File: config.mk
export PLATFORM = sky130hd
export DESIGN_NAME = secure_serial_eeprom_front_end
export DESIGN_NICKNAME = d
export VERILOG_FILES = /design/src/core/sec_pkg.sv /design/src/core/byte_stream_if.sv /design/src/core/byte_fifo.sv /design/src/core/serial_rx.sv /design/src/core/secure_serial_eeprom_front_end.sv
export VERILOG_INCLUDE_DIRS = /design/src /design/src/core
export SDC_FILE = /design/constraint.sdc
export NUM_CORES = 2
export LEC_CHECK = 0
export BUFFER_PORTS_ARGS = -buffer_cell sky130_fd_sc_hd__buf_2
export CORE_ASPECT_RATIO = 1.25
export CORE_UTILIZATION = 45
export DETAILED_ROUTE_END_ITERATION = 10
export SYNTH_ARGS = -nofsm -noshare
export SYNTH_HDL_FRONTEND = slang
export SYNTH_MEMORY_MAX_BITS = 65536
export SYNTH_SLANG_ARGS = --single-unit
export TNS_END_PERCENT = 50
File: constraint.sdc
create_clock -name clk_in -period 9.9 [get_ports clk_in]
set_input_delay 0.99 -clock clk_in [delete_from_list [all_inputs] [get_ports clk_in]]
set_output_delay 0.99 -clock clk_in [all_outputs]
set_load 0.02 [all_outputs]
File: src/core/sec_params.svh
// constants for the secure serial memory front end: timing, sizes, opcodes
// assumes a 25 MHz system clock; included by every design file that needs it
`ifndef SEC_PARAMS_SVH
`define SEC_PARAMS_SVH

`define CLK_HZ        25000000
`define REF_CLK_HZ    4915200
`define BAUD_RATE     9600
`define BAUD_DIV      (`CLK_HZ / `BAUD_RATE)
`define PROG_TIME_MS  12
`define PROG_CYCLES   (`PROG_TIME_MS * (`CLK_HZ / 1000))

`define MEM_BYTES     512
`define ADDR_W        9
`define ADDR_LAST     9'h1FF
`define CODE_MAX      8
`define FIFO_DEPTH    32
`define PTR_RESET     9'h000
`define CODE_LEN_RST  4'h0

`define OPB_READ      7'h01
`define OPB_SEQ       7'h02
`define OPB_WRITE     7'h03
`define OPB_SET_PROTECT_BOUND      7'h04
`define OP_EWEN       8'h20
`define OP_EWDS       8'h21
`define OP_BUSY_SIGNAL_ON_CMD      8'h22
`define OP_DISBSY     8'h23
`define OP_UNLOCK_WITH_CODE       8'h24
`define OP_DISAC      8'h25
`define OP_ONE_SHOT_BOUND_BYPASS      8'h26
`define OP_RSR        8'h27
`define OP_NOP        8'h28
`define OPN_CHANGE_PASSCODE      4'h3

`define STATUS_FIXED  3'h5
`define STATUS_RSVD   2'h0

`endif

File: src/core/sec_pkg.sv
// types shared by the secure serial memory front end
// assumes nothing beyond a SystemVerilog compiler
`default_nettype none
package sec_pkg;
  typedef enum logic [2:0] {
    ST_IDLE  = 3'h0,
    ST_ADDR  = 3'h1,
    ST_DATA  = 3'h2,
    ST_CODE  = 3'h3,
    ST_PUSH  = 3'h4,
    ST_SEQ   = 3'h5,
    ST_ERROR = 3'h6
  } cmd_state_type;
  typedef logic [7:0] status_word_type;
  typedef logic [8:0] addr_type;
endpackage
`default_nettype wire

File: src/core/byte_stream_if.sv
// valid/ready byte carrier between the front end and its output fifo
// assumes both ends share one clock
`default_nettype none
interface byte_stream_if #(parameter int WIDTH = 8) ();
  logic             valid;
  logic             ready;
  logic [WIDTH-1:0] data;
  modport source (output valid, output data, input ready);
  modport sink   (input valid, input data, output ready);
endinterface
`default_nettype wire

File: src/core/byte_fifo.sv
// synchronous fifo with valid/ready on both sides and a flush input
// assumes DEPTH is a power of two
`default_nettype none
module byte_fifo #(
  parameter int WIDTH = 8,
  parameter int DEPTH = 32
) (
  input  wire logic    clk_in,
  input  wire logic    rst_b_in,
  input  wire logic    clear_in,
  byte_stream_if.sink   wr_in,
  byte_stream_if.source rd_out
);
  localparam int AW = $clog2(DEPTH);

  logic [WIDTH-1:0] mem_reg [DEPTH];
  logic [AW-1:0]    wr_ptr_reg;
  logic [AW-1:0]    rd_ptr_reg;
  logic [AW:0]      count_reg;
  wire              push_w;
  wire              pop_w;

  assign push_w       = wr_in.valid && wr_in.ready;
  assign pop_w        = rd_out.valid && rd_out.ready;
  assign wr_in.ready  = !clear_in && (count_reg != (AW+1)'(DEPTH));
  assign rd_out.valid = !clear_in && (count_reg != '0);
  assign rd_out.data  = mem_reg[rd_ptr_reg];

  always_ff @(posedge clk_in) begin
    if (push_w) begin
      mem_reg[wr_ptr_reg] <= wr_in.data;
    end
  end

  always_ff @(posedge clk_in or negedge rst_b_in) begin
    if (!rst_b_in) begin
      wr_ptr_reg <= '0;
      rd_ptr_reg <= '0;
      count_reg  <= '0;
    end else if (clear_in) begin
      wr_ptr_reg <= '0;
      rd_ptr_reg <= '0;
      count_reg  <= '0;
    end else begin
      if (push_w) wr_ptr_reg <= wr_ptr_reg + 1'b1;
      if (pop_w) rd_ptr_reg <= rd_ptr_reg + 1'b1;
      if (push_w && !pop_w) count_reg <= count_reg + 1'b1;
      else if (pop_w && !push_w) count_reg <= count_reg - 1'b1;
    end
  end
endmodule
`default_nettype wire

File: src/core/serial_rx.sv
// start-bit serial receiver, lsb first, optional even parity, one stop bit
// assumes the line input is synchronous to clk_in and idles high
`default_nettype none
`include "sec_params.svh"
module serial_rx #(
  parameter int DIV = `BAUD_DIV
) (
  input  wire logic       clk_in,
  input  wire logic       rst_b_in,
  input  wire logic       clear_in,
  input  wire logic       line_in,
  input  wire logic       parity_en_in,
  output logic            byte_valid_out,
  output logic [7:0]      byte_out,
  output logic            parity_err_out
);
  localparam int CW = $clog2(DIV + 1);

  logic          busy_reg;
  logic [3:0]    idx_reg;
  logic [CW-1:0] cnt_reg;
  logic [8:0]    shift_reg;
  wire           tick_w;
  wire [3:0]     stop_idx_w;
  wire           par_bad_w;

  assign tick_w     = busy_reg && (cnt_reg == '0);
  assign stop_idx_w = parity_en_in ? 4'hA : 4'h9;
  assign par_bad_w  = parity_en_in && (^shift_reg);

  always_ff @(posedge clk_in or negedge rst_b_in) begin
    if (!rst_b_in) begin
      busy_reg       <= 1'b0;
      idx_reg        <= 4'h0;
      cnt_reg        <= '0;
      shift_reg      <= 9'h000;
      byte_valid_out <= 1'b0;
      byte_out       <= 8'h00;
      parity_err_out <= 1'b0;
    end else begin
      byte_valid_out <= 1'b0;
      parity_err_out <= 1'b0;
      if (clear_in) begin
        busy_reg <= 1'b0;
      end else if (!busy_reg) begin
        if (!line_in) begin
          busy_reg <= 1'b1;
          idx_reg  <= 4'h0;
          cnt_reg  <= CW'(DIV / 2);
        end
      end else if (!tick_w) begin
        cnt_reg <= cnt_reg - 1'b1;
      end else begin
        cnt_reg <= CW'(DIV - 1);
        idx_reg <= idx_reg + 4'h1;
        if (idx_reg == 4'h0 && line_in) begin
          busy_reg <= 1'b0;
        end else if (idx_reg == stop_idx_w) begin
          busy_reg       <= 1'b0;
          byte_valid_out <= 1'b1;
          byte_out       <= parity_en_in ? shift_reg[7:0] : shift_reg[8:1];
          parity_err_out <= par_bad_w;
        end else if (idx_reg != 4'h0) begin
          shift_reg <= {line_in, shift_reg[8:1]};
        end
      end
    end
  end
endmodule
`default_nettype wire

File: src/core/secure_serial_eeprom_front_end.sv
// command front end of a password protected 512 byte serial memory
// assumes inputs synchronous to clk_in; the pad logic resolves the enables
// How it works
// - bit timing comes from an internal clock divider, 9600 baud from the 25 MHz system clock.
// - idle ones after a command are ignored; a zero starts the next byte.
// - an instruction error aborts and silences serial input and output until chip select low.
// - chip select low resets the interface and floats the data output.
// - chip select reset keeps enables and lets a running program cycle finish.
// - program and access enables stay set until their disable command; access enable also clears on a failed unlock or a zero-length passcode change.
// - data output floats except while sending read or status words or showing busy.
// - with busy indication, output low while programming, then high until next opcode.
// - without busy indication, output floats during the program cycle.
// - any detected error floats the data output.
// - status read returns an 8-bit word; in error nothing is returned.
// - parity select high means even parity, low means none.
// - instruction or parity error pulls the error pin low until chip select low.
// - stream read sends consecutive bytes from a start address to memory end.
// - device holds a 1 to 8 byte passcode, its length and a bound address.
// - after reset passcode length is zero and bound is zero.
// - secured memory splits into writable and read-only parts without code or once unlocked, else into read-only and hidden parts.
// - without passcode, area below bound is read-only unless bypassed or moved.
// - program at locations below the bound is blocked unless bypassed.
// - status word is 101, parity error, instruction error, ready, two reserved.
`default_nettype none
`include "sec_params.svh"
module secure_serial_eeprom_front_end #(
  parameter int PROG_CYCLES = `PROG_CYCLES,
  parameter int BAUD_DIV    = `BAUD_DIV,
  parameter int FIFO_DEPTH  = `FIFO_DEPTH
) (
  input  wire logic              clk_in,
  input  wire logic              rst_b_in,
  input  wire logic              cs_in,
  input  wire logic              serial_data_in,
  input  wire logic              parity_select_pin_in,
  output logic                   serial_data_out,
  output logic                   serial_data_oe_out,
  output logic                   err_out,
  output logic                   err_oe_out,
  output sec_pkg::status_word_type status_out
);
  import sec_pkg::*;

  localparam int PW = $clog2(PROG_CYCLES + 1);
  localparam int CW = $clog2(BAUD_DIV + 1);

  cmd_state_type   state_reg;
  logic [7:0]      op_reg;
  addr_type        addr_reg;
  addr_type        pointer_reg;
  logic [3:0]      cnt_reg;
  logic [3:0]      code_len_reg;
  logic [3:0]      new_len_reg;
  logic [7:0]      code_reg [`CODE_MAX];
  logic            match_reg;
  logic            prog_en_reg;
  logic            access_en_reg;
  logic            bypass_reg;
  logic            busy_en_reg;
  logic            hold_high_reg;
  logic            instr_err_reg;
  logic            par_err_reg;
  logic            push_status_reg;
  logic [PW-1:0]   prog_cnt_reg;
  logic [7:0]      mem_reg [`MEM_BYTES];
  logic            tx_active_reg;
  logic [10:0]     tx_shift_reg;
  logic [3:0]      tx_bits_reg;
  logic [CW-1:0]   tx_cnt_reg;

  wire             rx_valid_w;
  wire [7:0]       rx_data_w;
  wire             rx_perr_w;
  wire             err_any_w;
  wire             busy_w;
  wire             auth_w;
  wire             op_read_w;
  wire             op_seq_w;
  wire             op_write_w;
  wire             op_set_protect_bound_w;
  wire             op_change_passcode_w;
  wire             mem_op_w;
  addr_type        rx_addr_w;
  wire             read_ok_w;
  wire             write_ok_w;
  wire             prog_start_w;
  wire             last_code_w;
  wire [3:0]       change_passcode_len_w;
  status_word_type status_w;
  wire             tx_tick_w;
  wire [7:0]       pop_data_w;
  wire             even_par_w;

  byte_stream_if #(.WIDTH(8)) push_if ();
  byte_stream_if #(.WIDTH(8)) pop_if ();

  serial_rx #(.DIV(BAUD_DIV)) rx_unit (
    .clk_in         (clk_in),
    .rst_b_in       (rst_b_in),
    .clear_in       (!cs_in || err_any_w),
    .line_in        (serial_data_in),
    .parity_en_in   (parity_select_pin_in),
    .byte_valid_out (rx_valid_w),
    .byte_out       (rx_data_w),
    .parity_err_out (rx_perr_w)
  );

  byte_fifo #(.WIDTH(8), .DEPTH(FIFO_DEPTH)) out_fifo (
    .clk_in   (clk_in),
    .rst_b_in (rst_b_in),
    .clear_in (!cs_in),
    .wr_in    (push_if),
    .rd_out   (pop_if)
  );

  // command decode and access checks
  assign err_any_w    = instr_err_reg || par_err_reg;
  assign busy_w       = prog_cnt_reg != '0;
  assign auth_w       = (code_len_reg == 4'h0) || access_en_reg;
  assign op_read_w    = rx_data_w[7:1] == `OPB_READ;
  assign op_seq_w     = rx_data_w[7:1] == `OPB_SEQ;
  assign op_write_w   = rx_data_w[7:1] == `OPB_WRITE;
  assign op_set_protect_bound_w    = rx_data_w[7:1] == `OPB_SET_PROTECT_BOUND;
  assign op_change_passcode_w    = rx_data_w[7:4] == `OPN_CHANGE_PASSCODE;
  assign change_passcode_len_w   = rx_data_w[3:0];
  assign mem_op_w     = op_read_w || op_seq_w || op_write_w;
  assign rx_addr_w    = {addr_reg[8], rx_data_w};
  assign read_ok_w    = auth_w || (rx_addr_w >= pointer_reg);
  assign write_ok_w   = prog_en_reg && auth_w && ((addr_reg >= pointer_reg) || bypass_reg);
  assign prog_start_w = state_reg == ST_DATA && rx_valid_w && write_ok_w;
  assign last_code_w  = (cnt_reg + 4'h1) == (op_reg == `OP_UNLOCK_WITH_CODE ? code_len_reg : new_len_reg);
  assign status_w     = {`STATUS_FIXED, par_err_reg, instr_err_reg, !busy_w, `STATUS_RSVD};

  // bytes for the output serializer
  assign push_if.valid = (state_reg == ST_PUSH) || (state_reg == ST_SEQ);
  assign push_if.data  = push_status_reg ? status_w : mem_reg[addr_reg];

  always_ff @(posedge clk_in) begin
    if (prog_start_w) begin
      mem_reg[addr_reg] <= rx_data_w;
    end
  end

  // program cycle timer; chip select does not stop it
  always_ff @(posedge clk_in or negedge rst_b_in) begin
    if (!rst_b_in) begin
      prog_cnt_reg  <= '0;
      hold_high_reg <= 1'b0;
    end else begin
      if (prog_start_w) prog_cnt_reg <= PW'(PROG_CYCLES);
      else if (busy_w) prog_cnt_reg <= prog_cnt_reg - 1'b1;
      if (busy_w && prog_cnt_reg == PW'(1) && busy_en_reg) hold_high_reg <= 1'b1;
      else if ((state_reg == ST_IDLE && rx_valid_w) || err_any_w) hold_high_reg <= 1'b0;
    end
  end

  always_ff @(posedge clk_in or negedge rst_b_in) begin
    if (!rst_b_in) begin
      state_reg       <= ST_IDLE;
      op_reg          <= 8'h00;
      addr_reg        <= 9'h000;
      pointer_reg     <= `PTR_RESET;
      cnt_reg         <= 4'h0;
      code_len_reg    <= `CODE_LEN_RST;
      new_len_reg     <= 4'h0;
      match_reg       <= 1'b0;
      prog_en_reg     <= 1'b0;
      access_en_reg   <= 1'b0;
      bypass_reg      <= 1'b0;
      busy_en_reg     <= 1'b0;
      instr_err_reg   <= 1'b0;
      par_err_reg     <= 1'b0;
      push_status_reg <= 1'b0;
      for (int i = 0; i < `CODE_MAX; i++) code_reg[i] <= 8'h00;
    end else if (!cs_in) begin
      state_reg     <= ST_IDLE;
      instr_err_reg <= 1'b0;
      par_err_reg   <= 1'b0;
    end else if (rx_perr_w) begin
      par_err_reg <= 1'b1;
      state_reg   <= ST_ERROR;
    end else begin
      case (state_reg)
        ST_IDLE: begin
          if (rx_valid_w) begin
            op_reg          <= rx_data_w;
            addr_reg        <= {rx_data_w[0], 8'h00};
            cnt_reg         <= 4'h0;
            match_reg       <= 1'b1;
            push_status_reg <= 1'b0;
            if (mem_op_w && busy_w) begin
              instr_err_reg <= 1'b1;
              state_reg     <= ST_ERROR;
            end else if (mem_op_w) begin
              state_reg <= ST_ADDR;
            end else if (op_set_protect_bound_w || rx_data_w == `OP_ONE_SHOT_BOUND_BYPASS) begin
              if (!auth_w) begin
                instr_err_reg <= 1'b1;
                state_reg     <= ST_ERROR;
              end else if (op_set_protect_bound_w) begin
                state_reg <= ST_ADDR;
              end else begin
                bypass_reg <= 1'b1;
              end
            end else if (op_change_passcode_w) begin
              new_len_reg <= change_passcode_len_w;
              if (!auth_w || !prog_en_reg || change_passcode_len_w > 4'(`CODE_MAX)) begin
                instr_err_reg <= 1'b1;
                state_reg     <= ST_ERROR;
              end else if (change_passcode_len_w == 4'h0) begin
                code_len_reg  <= 4'h0;
                access_en_reg <= 1'b0;
              end else begin
                state_reg <= ST_CODE;
              end
            end else begin
              case (rx_data_w)
                `OP_EWEN:   prog_en_reg <= 1'b1;
                `OP_EWDS:   prog_en_reg <= 1'b0;
                `OP_BUSY_SIGNAL_ON_CMD:  busy_en_reg <= 1'b1;
                `OP_DISBSY: busy_en_reg <= 1'b0;
                `OP_DISAC:  access_en_reg <= 1'b0;
                `OP_NOP:    state_reg <= ST_IDLE;
                `OP_UNLOCK_WITH_CODE: begin
                  if (code_len_reg == 4'h0) access_en_reg <= 1'b1;
                  else state_reg <= ST_CODE;
                end
                `OP_RSR: begin
                  push_status_reg <= 1'b1;
                  state_reg       <= ST_PUSH;
                end
                default: begin
                  instr_err_reg <= 1'b1;
                  state_reg     <= ST_ERROR;
                end
              endcase
            end
          end
        end
        ST_ADDR: begin
          if (rx_valid_w) begin
            addr_reg <= rx_addr_w;
            if (op_reg[7:1] == `OPB_SET_PROTECT_BOUND) begin
              pointer_reg <= rx_addr_w;
              state_reg   <= ST_IDLE;
            end else if (op_reg[7:1] == `OPB_WRITE) begin
              state_reg <= ST_DATA;
            end else if (!read_ok_w) begin
              instr_err_reg <= 1'b1;
              state_reg     <= ST_ERROR;
            end else begin
              state_reg <= (op_reg[7:1] == `OPB_SEQ) ? ST_SEQ : ST_PUSH;
            end
          end
        end
        ST_DATA: begin
          if (rx_valid_w) begin
            bypass_reg <= 1'b0;
            state_reg  <= ST_IDLE;
          end
        end
        ST_CODE: begin
          if (rx_valid_w) begin
            cnt_reg <= cnt_reg + 4'h1;
            if (op_reg == `OP_UNLOCK_WITH_CODE) begin
              if (last_code_w) access_en_reg <= match_reg && (rx_data_w == code_reg[cnt_reg[2:0]]);
              else match_reg <= match_reg && (rx_data_w == code_reg[cnt_reg[2:0]]);
            end else begin
              code_reg[cnt_reg[2:0]] <= rx_data_w;
              if (last_code_w) code_len_reg <= new_len_reg;
            end
            if (last_code_w) state_reg <= ST_IDLE;
          end
        end
        ST_PUSH: begin
          if (push_if.ready) state_reg <= ST_IDLE;
        end
        ST_SEQ: begin
          if (push_if.ready) begin
            if (addr_reg == `ADDR_LAST) state_reg <= ST_IDLE;
            else addr_reg <= addr_reg + 9'h001;
          end
        end
        ST_ERROR: state_reg <= ST_ERROR;
        default:  state_reg <= ST_IDLE;
      endcase
    end
  end

  // output serializer: start, 8 data bits lsb first, optional parity, stop
  assign tx_tick_w    = tx_active_reg && (tx_cnt_reg == '0);
  assign pop_data_w   = pop_if.data;
  assign even_par_w   = ^pop_data_w;
  assign pop_if.ready = cs_in && !err_any_w && !tx_active_reg;

  always_ff @(posedge clk_in or negedge rst_b_in) begin
    if (!rst_b_in) begin
      tx_active_reg <= 1'b0;
      tx_shift_reg  <= 11'h7FF;
      tx_bits_reg   <= 4'h0;
      tx_cnt_reg    <= '0;
    end else if (!cs_in || err_any_w) begin
      tx_active_reg <= 1'b0;
    end else if (pop_if.valid && pop_if.ready) begin
      tx_active_reg <= 1'b1;
      tx_cnt_reg    <= CW'(BAUD_DIV - 1);
      tx_bits_reg   <= parity_select_pin_in ? 4'hB : 4'hA;
      tx_shift_reg  <= parity_select_pin_in ? {1'b1, even_par_w, pop_data_w, 1'b0}
                                            : {2'b11, pop_data_w, 1'b0};
    end else if (tx_tick_w) begin
      tx_cnt_reg   <= CW'(BAUD_DIV - 1);
      tx_shift_reg <= {1'b1, tx_shift_reg[10:1]};
      tx_bits_reg  <= tx_bits_reg - 4'h1;
      if (tx_bits_reg == 4'h1) tx_active_reg <= 1'b0;
    end else if (tx_active_reg) begin
      tx_cnt_reg <= tx_cnt_reg - 1'b1;
    end
  end

  // pins
  assign serial_data_oe_out = cs_in && !err_any_w &&
                              (tx_active_reg || (busy_w && busy_en_reg) || hold_high_reg);
  assign serial_data_out    = tx_active_reg ? tx_shift_reg[0] : !busy_w;
  assign err_out            = 1'b0;
  assign err_oe_out         = err_any_w;

  always_ff @(posedge clk_in or negedge rst_b_in) begin
    if (!rst_b_in) status_out <= 8'h00;
    else status_out <= status_w;
  end
endmodule
`default_nettype wire

-- Yosys cells after proc, flatten, opt, wreduce, memory -nomap -nowiden
Memories as Yosys holds them, arrays and structs flattened.
Cells that the tools add are included.
- bits in registers: 217
- bits in writable memories: 4352
- input bits: 5
- output and inout port bits: 12
- word-level logic and storage cells: 401
- memories: 2
- memories (memory ; words ; width ; read ports ; clocked after Yosys merged registers in ; write ports ; line ; text):
    mem_reg ; 512 ; 8 ; 1 ; 0 ; 1 ; secure_serial_eeprom_front_end.sv:65 ; logic [7:0] mem_reg [`MEM_BYTES];
    out_fifo.mem_reg ; 32 ; 8 ; 1 ; 0 ; 1 ; byte_fifo.sv:16 ; logic [WIDTH-1:0] mem_reg [DEPTH];
- add/sub/neg operators: 11
- $lt $le $gt $ge: 5
- eq/ne operators: 83
- multiplexer cells: 155
- bitwise operators: 11
- reductions and logical operators: 93
- operator list (kind ; number):
    $eq A8 B6 Y1 const B ; 10
    $mux W1 ; 72
    $mux W12 ; 6
    $mux W4 ; 18
    $bwmux W64 ; 1
    $mux W3 ; 21
    $mux W8 ; 6
    $mux W19 ; 2
    $ne A4 B2 Y1 const B ; 8
    $eq A7 B2 Y1 const B ; 4
    $ne A2 B2 Y1 const B ; 14
    $mux W9 ; 3
    $pmux W9 S3 ; 1
    $bmux W8 S3 ; 1
    $demux W8 S3 ; 1
    $logic_and A1 B1 Y1 ; 24
    $logic_not A12 Y1 ; 2
    $sub A12 B1 Y12 const B ; 2
    $mux W11 ; 2
    $ne A2 B1 Y1 const B ; 11
    $pmux W3 S7 ; 1
    $reduce_and A7 Y1 ; 3
    $mux W5 ; 4
    $reduce_and A5 Y1 ; 4
    66 further kinds ; 137

-- Longest topological paths before layout
- depth after elaboration: 14
- gate-level depth with buffers: 19
- depth with buffers taken out: 14

-- By module
A second synthesis with hierarchy kept.
- cell total of the unflattened synthesis: 9026
- area, all modules: 182401.2 um^2
- by module, submodules not included (module ; instances ; cells an instance ; area an instance (um^2) ; sequential area each (um^2)):
    secure_serial_eeprom_front_end ; 1 ; 8314 ; 169371.2 ; 127114.4
    byte_fifo ; 1 ; 529 ; 11014.3 ; 8087.8
    serial_rx ; 1 ; 183 ; 2015.7 ; 900.9

-- Least setup slack after synthesis
OpenSTA, ideal clock, no wires.
- kind: register -> register
- start point: register rx_unit.byte_out[0]
- end point: register state_reg[1]
- data arrival time: 8.912 ns
- data required time: 9.775 ns
- slack: 0.863 ns
- cell stages (with the launch flop): 13
- cells stage by stage: dfrtp_1 -> inv_1 -> clkbuf_1 -> ha_1 -> nand2b_1 -> a21o_1 -> a21o_1 -> a21o_1 -> a21oi_1 -> o21ai_0 -> a21boi_0 -> o31a_1 -> mux2_2
- cells in the longest elaborated chain, start to end: 11
- elaborated cells on any way between the ends: 35
- ends and longest elaborated chain (what ; line ; text):
    start: declaration ; serial_rx.sv:14 ; output logic [7:0] byte_out,
    start signal: assignment ; serial_rx.sv:61 ; byte_out <= parity_en_in ? shift_reg[7:0] : shift_reg[8:1];
    $eq A8 B6 Y1 or $gt A4 B4 Y1 (tied branches) ; secure_serial_eeprom_front_end.sv:217, secure_serial_eeprom_front_end.sv:207 ;
    $reduce_or A5 Y1 (no line) or $logic_or A1 B1 Y1 (tied branches) ; n/a ;
    $pmux W3 S4 or $mux W3 (tied branches) ; secure_serial_eeprom_front_end.sv:217, secure_serial_eeprom_front_end.sv:207 ;
    $mux W3 ; secure_serial_eeprom_front_end.sv:205 ; end else if (op_change_passcode_w) begin
    $mux W3 ; secure_serial_eeprom_front_end.sv:196 ; end else if (op_set_protect_bound_w || rx_data_w == `OP_ONE_SHOT_BOUND_BYPASS) begin
    $mux W3 ; secure_serial_eeprom_front_end.sv:194 ; end else if (mem_op_w) begin
    $mux W3 ; secure_serial_eeprom_front_end.sv:191 ; if (mem_op_w && busy_w) begin
    $mux W3 ; secure_serial_eeprom_front_end.sv:185 ; if (rx_valid_w) begin
    $pmux W3 S7 ; secure_serial_eeprom_front_end.sv:183 ; case (state_reg)
    $mux W3 ; secure_serial_eeprom_front_end.sv:179 ; end else if (rx_perr_w) begin
    $mux W3 ; secure_serial_eeprom_front_end.sv:175 ; end else if (!cs_in) begin
    end signal: assignment ; secure_serial_eeprom_front_end.sv:252 ; state_reg <= (op_reg[7:1] == `OPB_SEQ) ? ST_SEQ : ST_PUSH;
    end: declaration ; secure_serial_eeprom_front_end.sv:47 ; cmd_state_type state_reg;
Parallel ways exist; a longest one is shown, timed or not. The select of a mux whose other input is x is not followed.
A chain may end at the register's enable or synchronous reset.

-- Final worst setup path
- start point: register addr_reg[0]
- end point: memory out_fifo.mem_reg[23][5], data pin
- cells in the longest elaborated chain, start to end: 2
- ends and longest elaborated chain (what ; line ; text):
    start: declaration ; secure_serial_eeprom_front_end.sv:49 ; addr_type addr_reg;
    start signal: assignment ; secure_serial_eeprom_front_end.sv:187 ; addr_reg <= {rx_data_w[0], 8'h00};
    start signal: assignment ; secure_serial_eeprom_front_end.sv:242 ; addr_reg <= rx_addr_w;
    start signal: assignment ; secure_serial_eeprom_front_end.sv:281 ; else addr_reg <= addr_reg + 9'h001;
    $mem_v2 Z512 W8 ; n/a ;
    $mux W8 ; secure_serial_eeprom_front_end.sv:136 ; assign push_if.data = push_status_reg ? status_w : mem_reg[addr_reg];
    via out_fifo.wr_in.data[5] ; byte_stream_if.sv:9 ; modport sink (input valid, input data, output ready);
    end: declaration ; byte_fifo.sv:16 ;
The timed path passes the listed nets, and every way through them passes these cells.

==> qor.yml <==
cp.required_ns: 10.46
p_leak_nw: 55.97
drtAntennaViolNets: 0
die_w_um: 567.8
fin_cells: 14260
clk_latency_ns: 1.03
drive_gt1_share_pct: 28.26
yosysTopAreaCell: "edfxtp_1"
synth_top_area_share_pct: 72.57
cts_setup_buffers: 0
core_area_mm2: 0.3983
final_common_cell: "edfxtp_1"
synth.area.top_cells: "edfxtp_1, mux4_2, dfrtp_1"
critPathArrivalTime_ns: 6.56
path_class: "reg2reg"
num_vias: 86720
finalHoldViolCount: 0
holdPathEnd: "rx_unit.cnt_reg[8]$_DFFE_PN0P_"
grt_start_max_net_pins: 216
finalSetupTns_ns: 0
crit_fanout: 46
synth_cell_type_count: 72
grt_pass1_wl_um: 654700
cp.depth: 8
dp_cells: 13460
place_area_mm2: 0.1879
holdPathStages: 2
ir_worst_vdd_mv: 0.1676
cp_top_family: "multiplexers"
hold_path.startpoint: "serial_data_in"
grt_use_total_pct: 22.32
area_delta_synth_final_pct: 12.23
ys_seq_area_share_pct: 75.58
drtIter0Drc: 8980
reg2reg_setup_slack_ns: 3.90
regToRegEndpoint: "out_fifo.mem_reg[23][5]$_DFFE_PP_"
synth_cells: 8382
cts_max_path_buffers: 4
largest_register_ffs: 4096
avgSynthCellArea_um2: 21.49
gp_congestion: 0.8305
max-cap-violations: 0
stdcell_area_mm2: 0.2021
r2r_start: "addr_reg[0]$_DFFE_PN0P_"
critPathCaptureType: "flop"
rsz0062_at_grt: "no"
synth_edf_count: 4352
min_period_ns: 6.002
routedWlPerCell_um: 31.53
fin_hold_ws_ns: 0.2324
crit_top_cell: "mux4_2"
die_area_mm2: 0.4027
post-dp-hpwl_um: 269900
nets: 8739
setup_viol: 0
skew_ns: 0.06186
layout_common_cells: "edfxtp_1, mux4_2, nor3_1"
initial_core_util_pct: 45.22
cts_max_level: 5
first_pass_iters: 6
cts-root-buf: "clkbuf_16"
setup_ws_ns: 3.898
relSlewSlack_pct: 3.150
grt.overflow.total: 0
r2r_cells: 8
io_buffers: 12
yosysWarnings: 0
synth_ff_type: "edfxtp_1"
synthArstFlopShare_pct: 4.729
fin_crit_sh_pct: 60.62
vias_per_cell: 6.081
grt_antenna_before_repair: 10
clk_pin_slew_ns: 0.06
path_buf_inv: 2
fillers: 31020
grt_pass1_vias: 90160
status: "finished clean"
die_h_um: 709.3
critical-path-max-stage-delay_ns: 0.84
hp-class: "in2reg"
cts_tree: "yes"
worst_pin_slew_ns: 1.416
io_pins: 17
wirelength_um: 449700
numCtsBuffers: 436
syn_area_mm2: 0.1801
post-route-drc-count: 0
path_cells: "buf_4, buf_4, mux4_2, mux4_2, mux4_2, a21oi_1, nand3_1, a211o_1"
cts_num_sinks: 4568
power.density_mw_per_mm2: 188.9
fmax_mhz: 166.6
place_ws_ns: 3.845
startpoint_type: "flop"
slew_violations: 0
synth_seq_cells: 4568
core.rowCount: 259
crit_path_top_delay_cell: "buf_4"
==> power breakdown <==
group | total, mW | switching, mW | internal, mW
Clock | 16.4 | 7.33 | 9.10
Sequential | 21.0 | 0.0958 | 20.9
Combinational | 0.738 | 0.404 | 0.334
Total | 38.2 | 7.83 | 30.4
==> layout make-up <==
type,count,area (µm²),area share (%)
Sequential cell,4568,136200,67.37
Multi-Input combinational cell,3201,41690,20.63
Clock buffer,528,11300,5.590
Tap cell,5220,6531,3.232
Timing Repair Buffer,433,3586,1.774
Clock inverter,251,2594,1.283
Inverter,53,234.0,0.1158
Antenna cell,6,15.01,0.007429
==> cells by family after synthesis <==
| group | Yosys count | synth area share (%) |
|---|---|---|
| AOI/OAI and AO/OA | 417 | 1.524 |
| other | 2 | 0.004170 |
| DFF | 4568 | 75.58 |
| buffers and inverters | 616 | 1.513 |
| adders and majority gates | 41 | 0.2890 |
| xor gates and xnor gates | 61 | 0.2967 |
| muxes | 1510 | 17.68 |
| and+or+nand+nor | 1167 | 3.120 |
==> Yosys cell counts, drive strengths merged (10+ instances only) <==
| cell | count |
|---|---|
| a22o | 18 |
| ha | 40 |
| mux2i | 116 |
| xor2 | 12 |
| and3 | 14 |
| o221ai | 11 |
| o21ai | 107 |
| nand3 | 83 |
| mux2 | 64 |
| a22oi | 47 |
| xnor2 | 49 |
| mux4 | 1330 |
| nor2b | 13 |
| buf | 219 |
| nor4 | 19 |
| dfrtp | 206 |
| nor3 | 534 |
| a211oi | 28 |
| and2 | 19 |
| a31oi | 18 |
| nand4 | 21 |
| inv | 51 |
| nor2 | 163 |
| clkbuf | 344 |
| edfxtp | 4352 |
| a2111oi | 11 |
| nand2b | 12 |
| a21o | 13 |
| nand2 | 231 |
| dfstp | 10 |
| a21oi | 76 |
| o22ai | 24 |
==> per-stage QoR <==
stage | power (mW) | util, %
6_report | 38.18 | 50.75
5_1_grt | 39.20 | 50.74
4_1_cts | 38.45 | 50.68
3_5_place_dp | 22.18 | 47.19
3_3_place_gp | 22.16 | 47.17
2_1_floorplan | 21.99 | -
==> layer usage <==
| layer | up-vias | part of all wire, % | global-route usage [%] | wire length [µm] |
|---|---|---|---|---|
| met5 | - | 0.0060 | 0 | 27 |
| met4 | 4 | 3.4 | 7.178 | 15500 |
| met3 | 598 | 6.2 | 3.120 | 27710 |
| met2 | 3078 | 51 | 38.29 | 229300 |
| met1 | 47140 | 39 | 29.53 | 177100 |
| li1 | 35900 | - | - | - |
==> how the worst max path moves through the flow <==
stage	startpoint	to	slack [ns]
detailed placement	addr_reg[0]$_DFFE_PN0P_	out_fifo.mem_reg[26][6]$_DFFE_PP_	3.84
CTS	addr_reg[0]$_DFFE_PN0P_	out_fifo.mem_reg[11][6]$_DFFE_PP_	3.84
floorplan	rx_unit.byte_out[0]$_DFFE_PN0P_	state_reg[1]$_DFFE_PN0P_	0.86
global placement	addr_reg[0]$_DFFE_PN0P_	out_fifo.mem_reg[24][6]$_DFFE_PP_	3.85
finish	addr_reg[0]$_DFFE_PN0P_	out_fifo.mem_reg[23][5]$_DFFE_PP_	3.90
global route	addr_reg[0]$_DFFE_PN0P_	out_fifo.mem_reg[23][5]$_DFFE_PP_	3.68
==> timing repair <==
action / in CTS / in global routing
hold buffers: 1 / 0
endpoints found under the hold margin: 81 / 0
gates resized for setup: 0 / 0
Power figures use the tool's default switching activity.
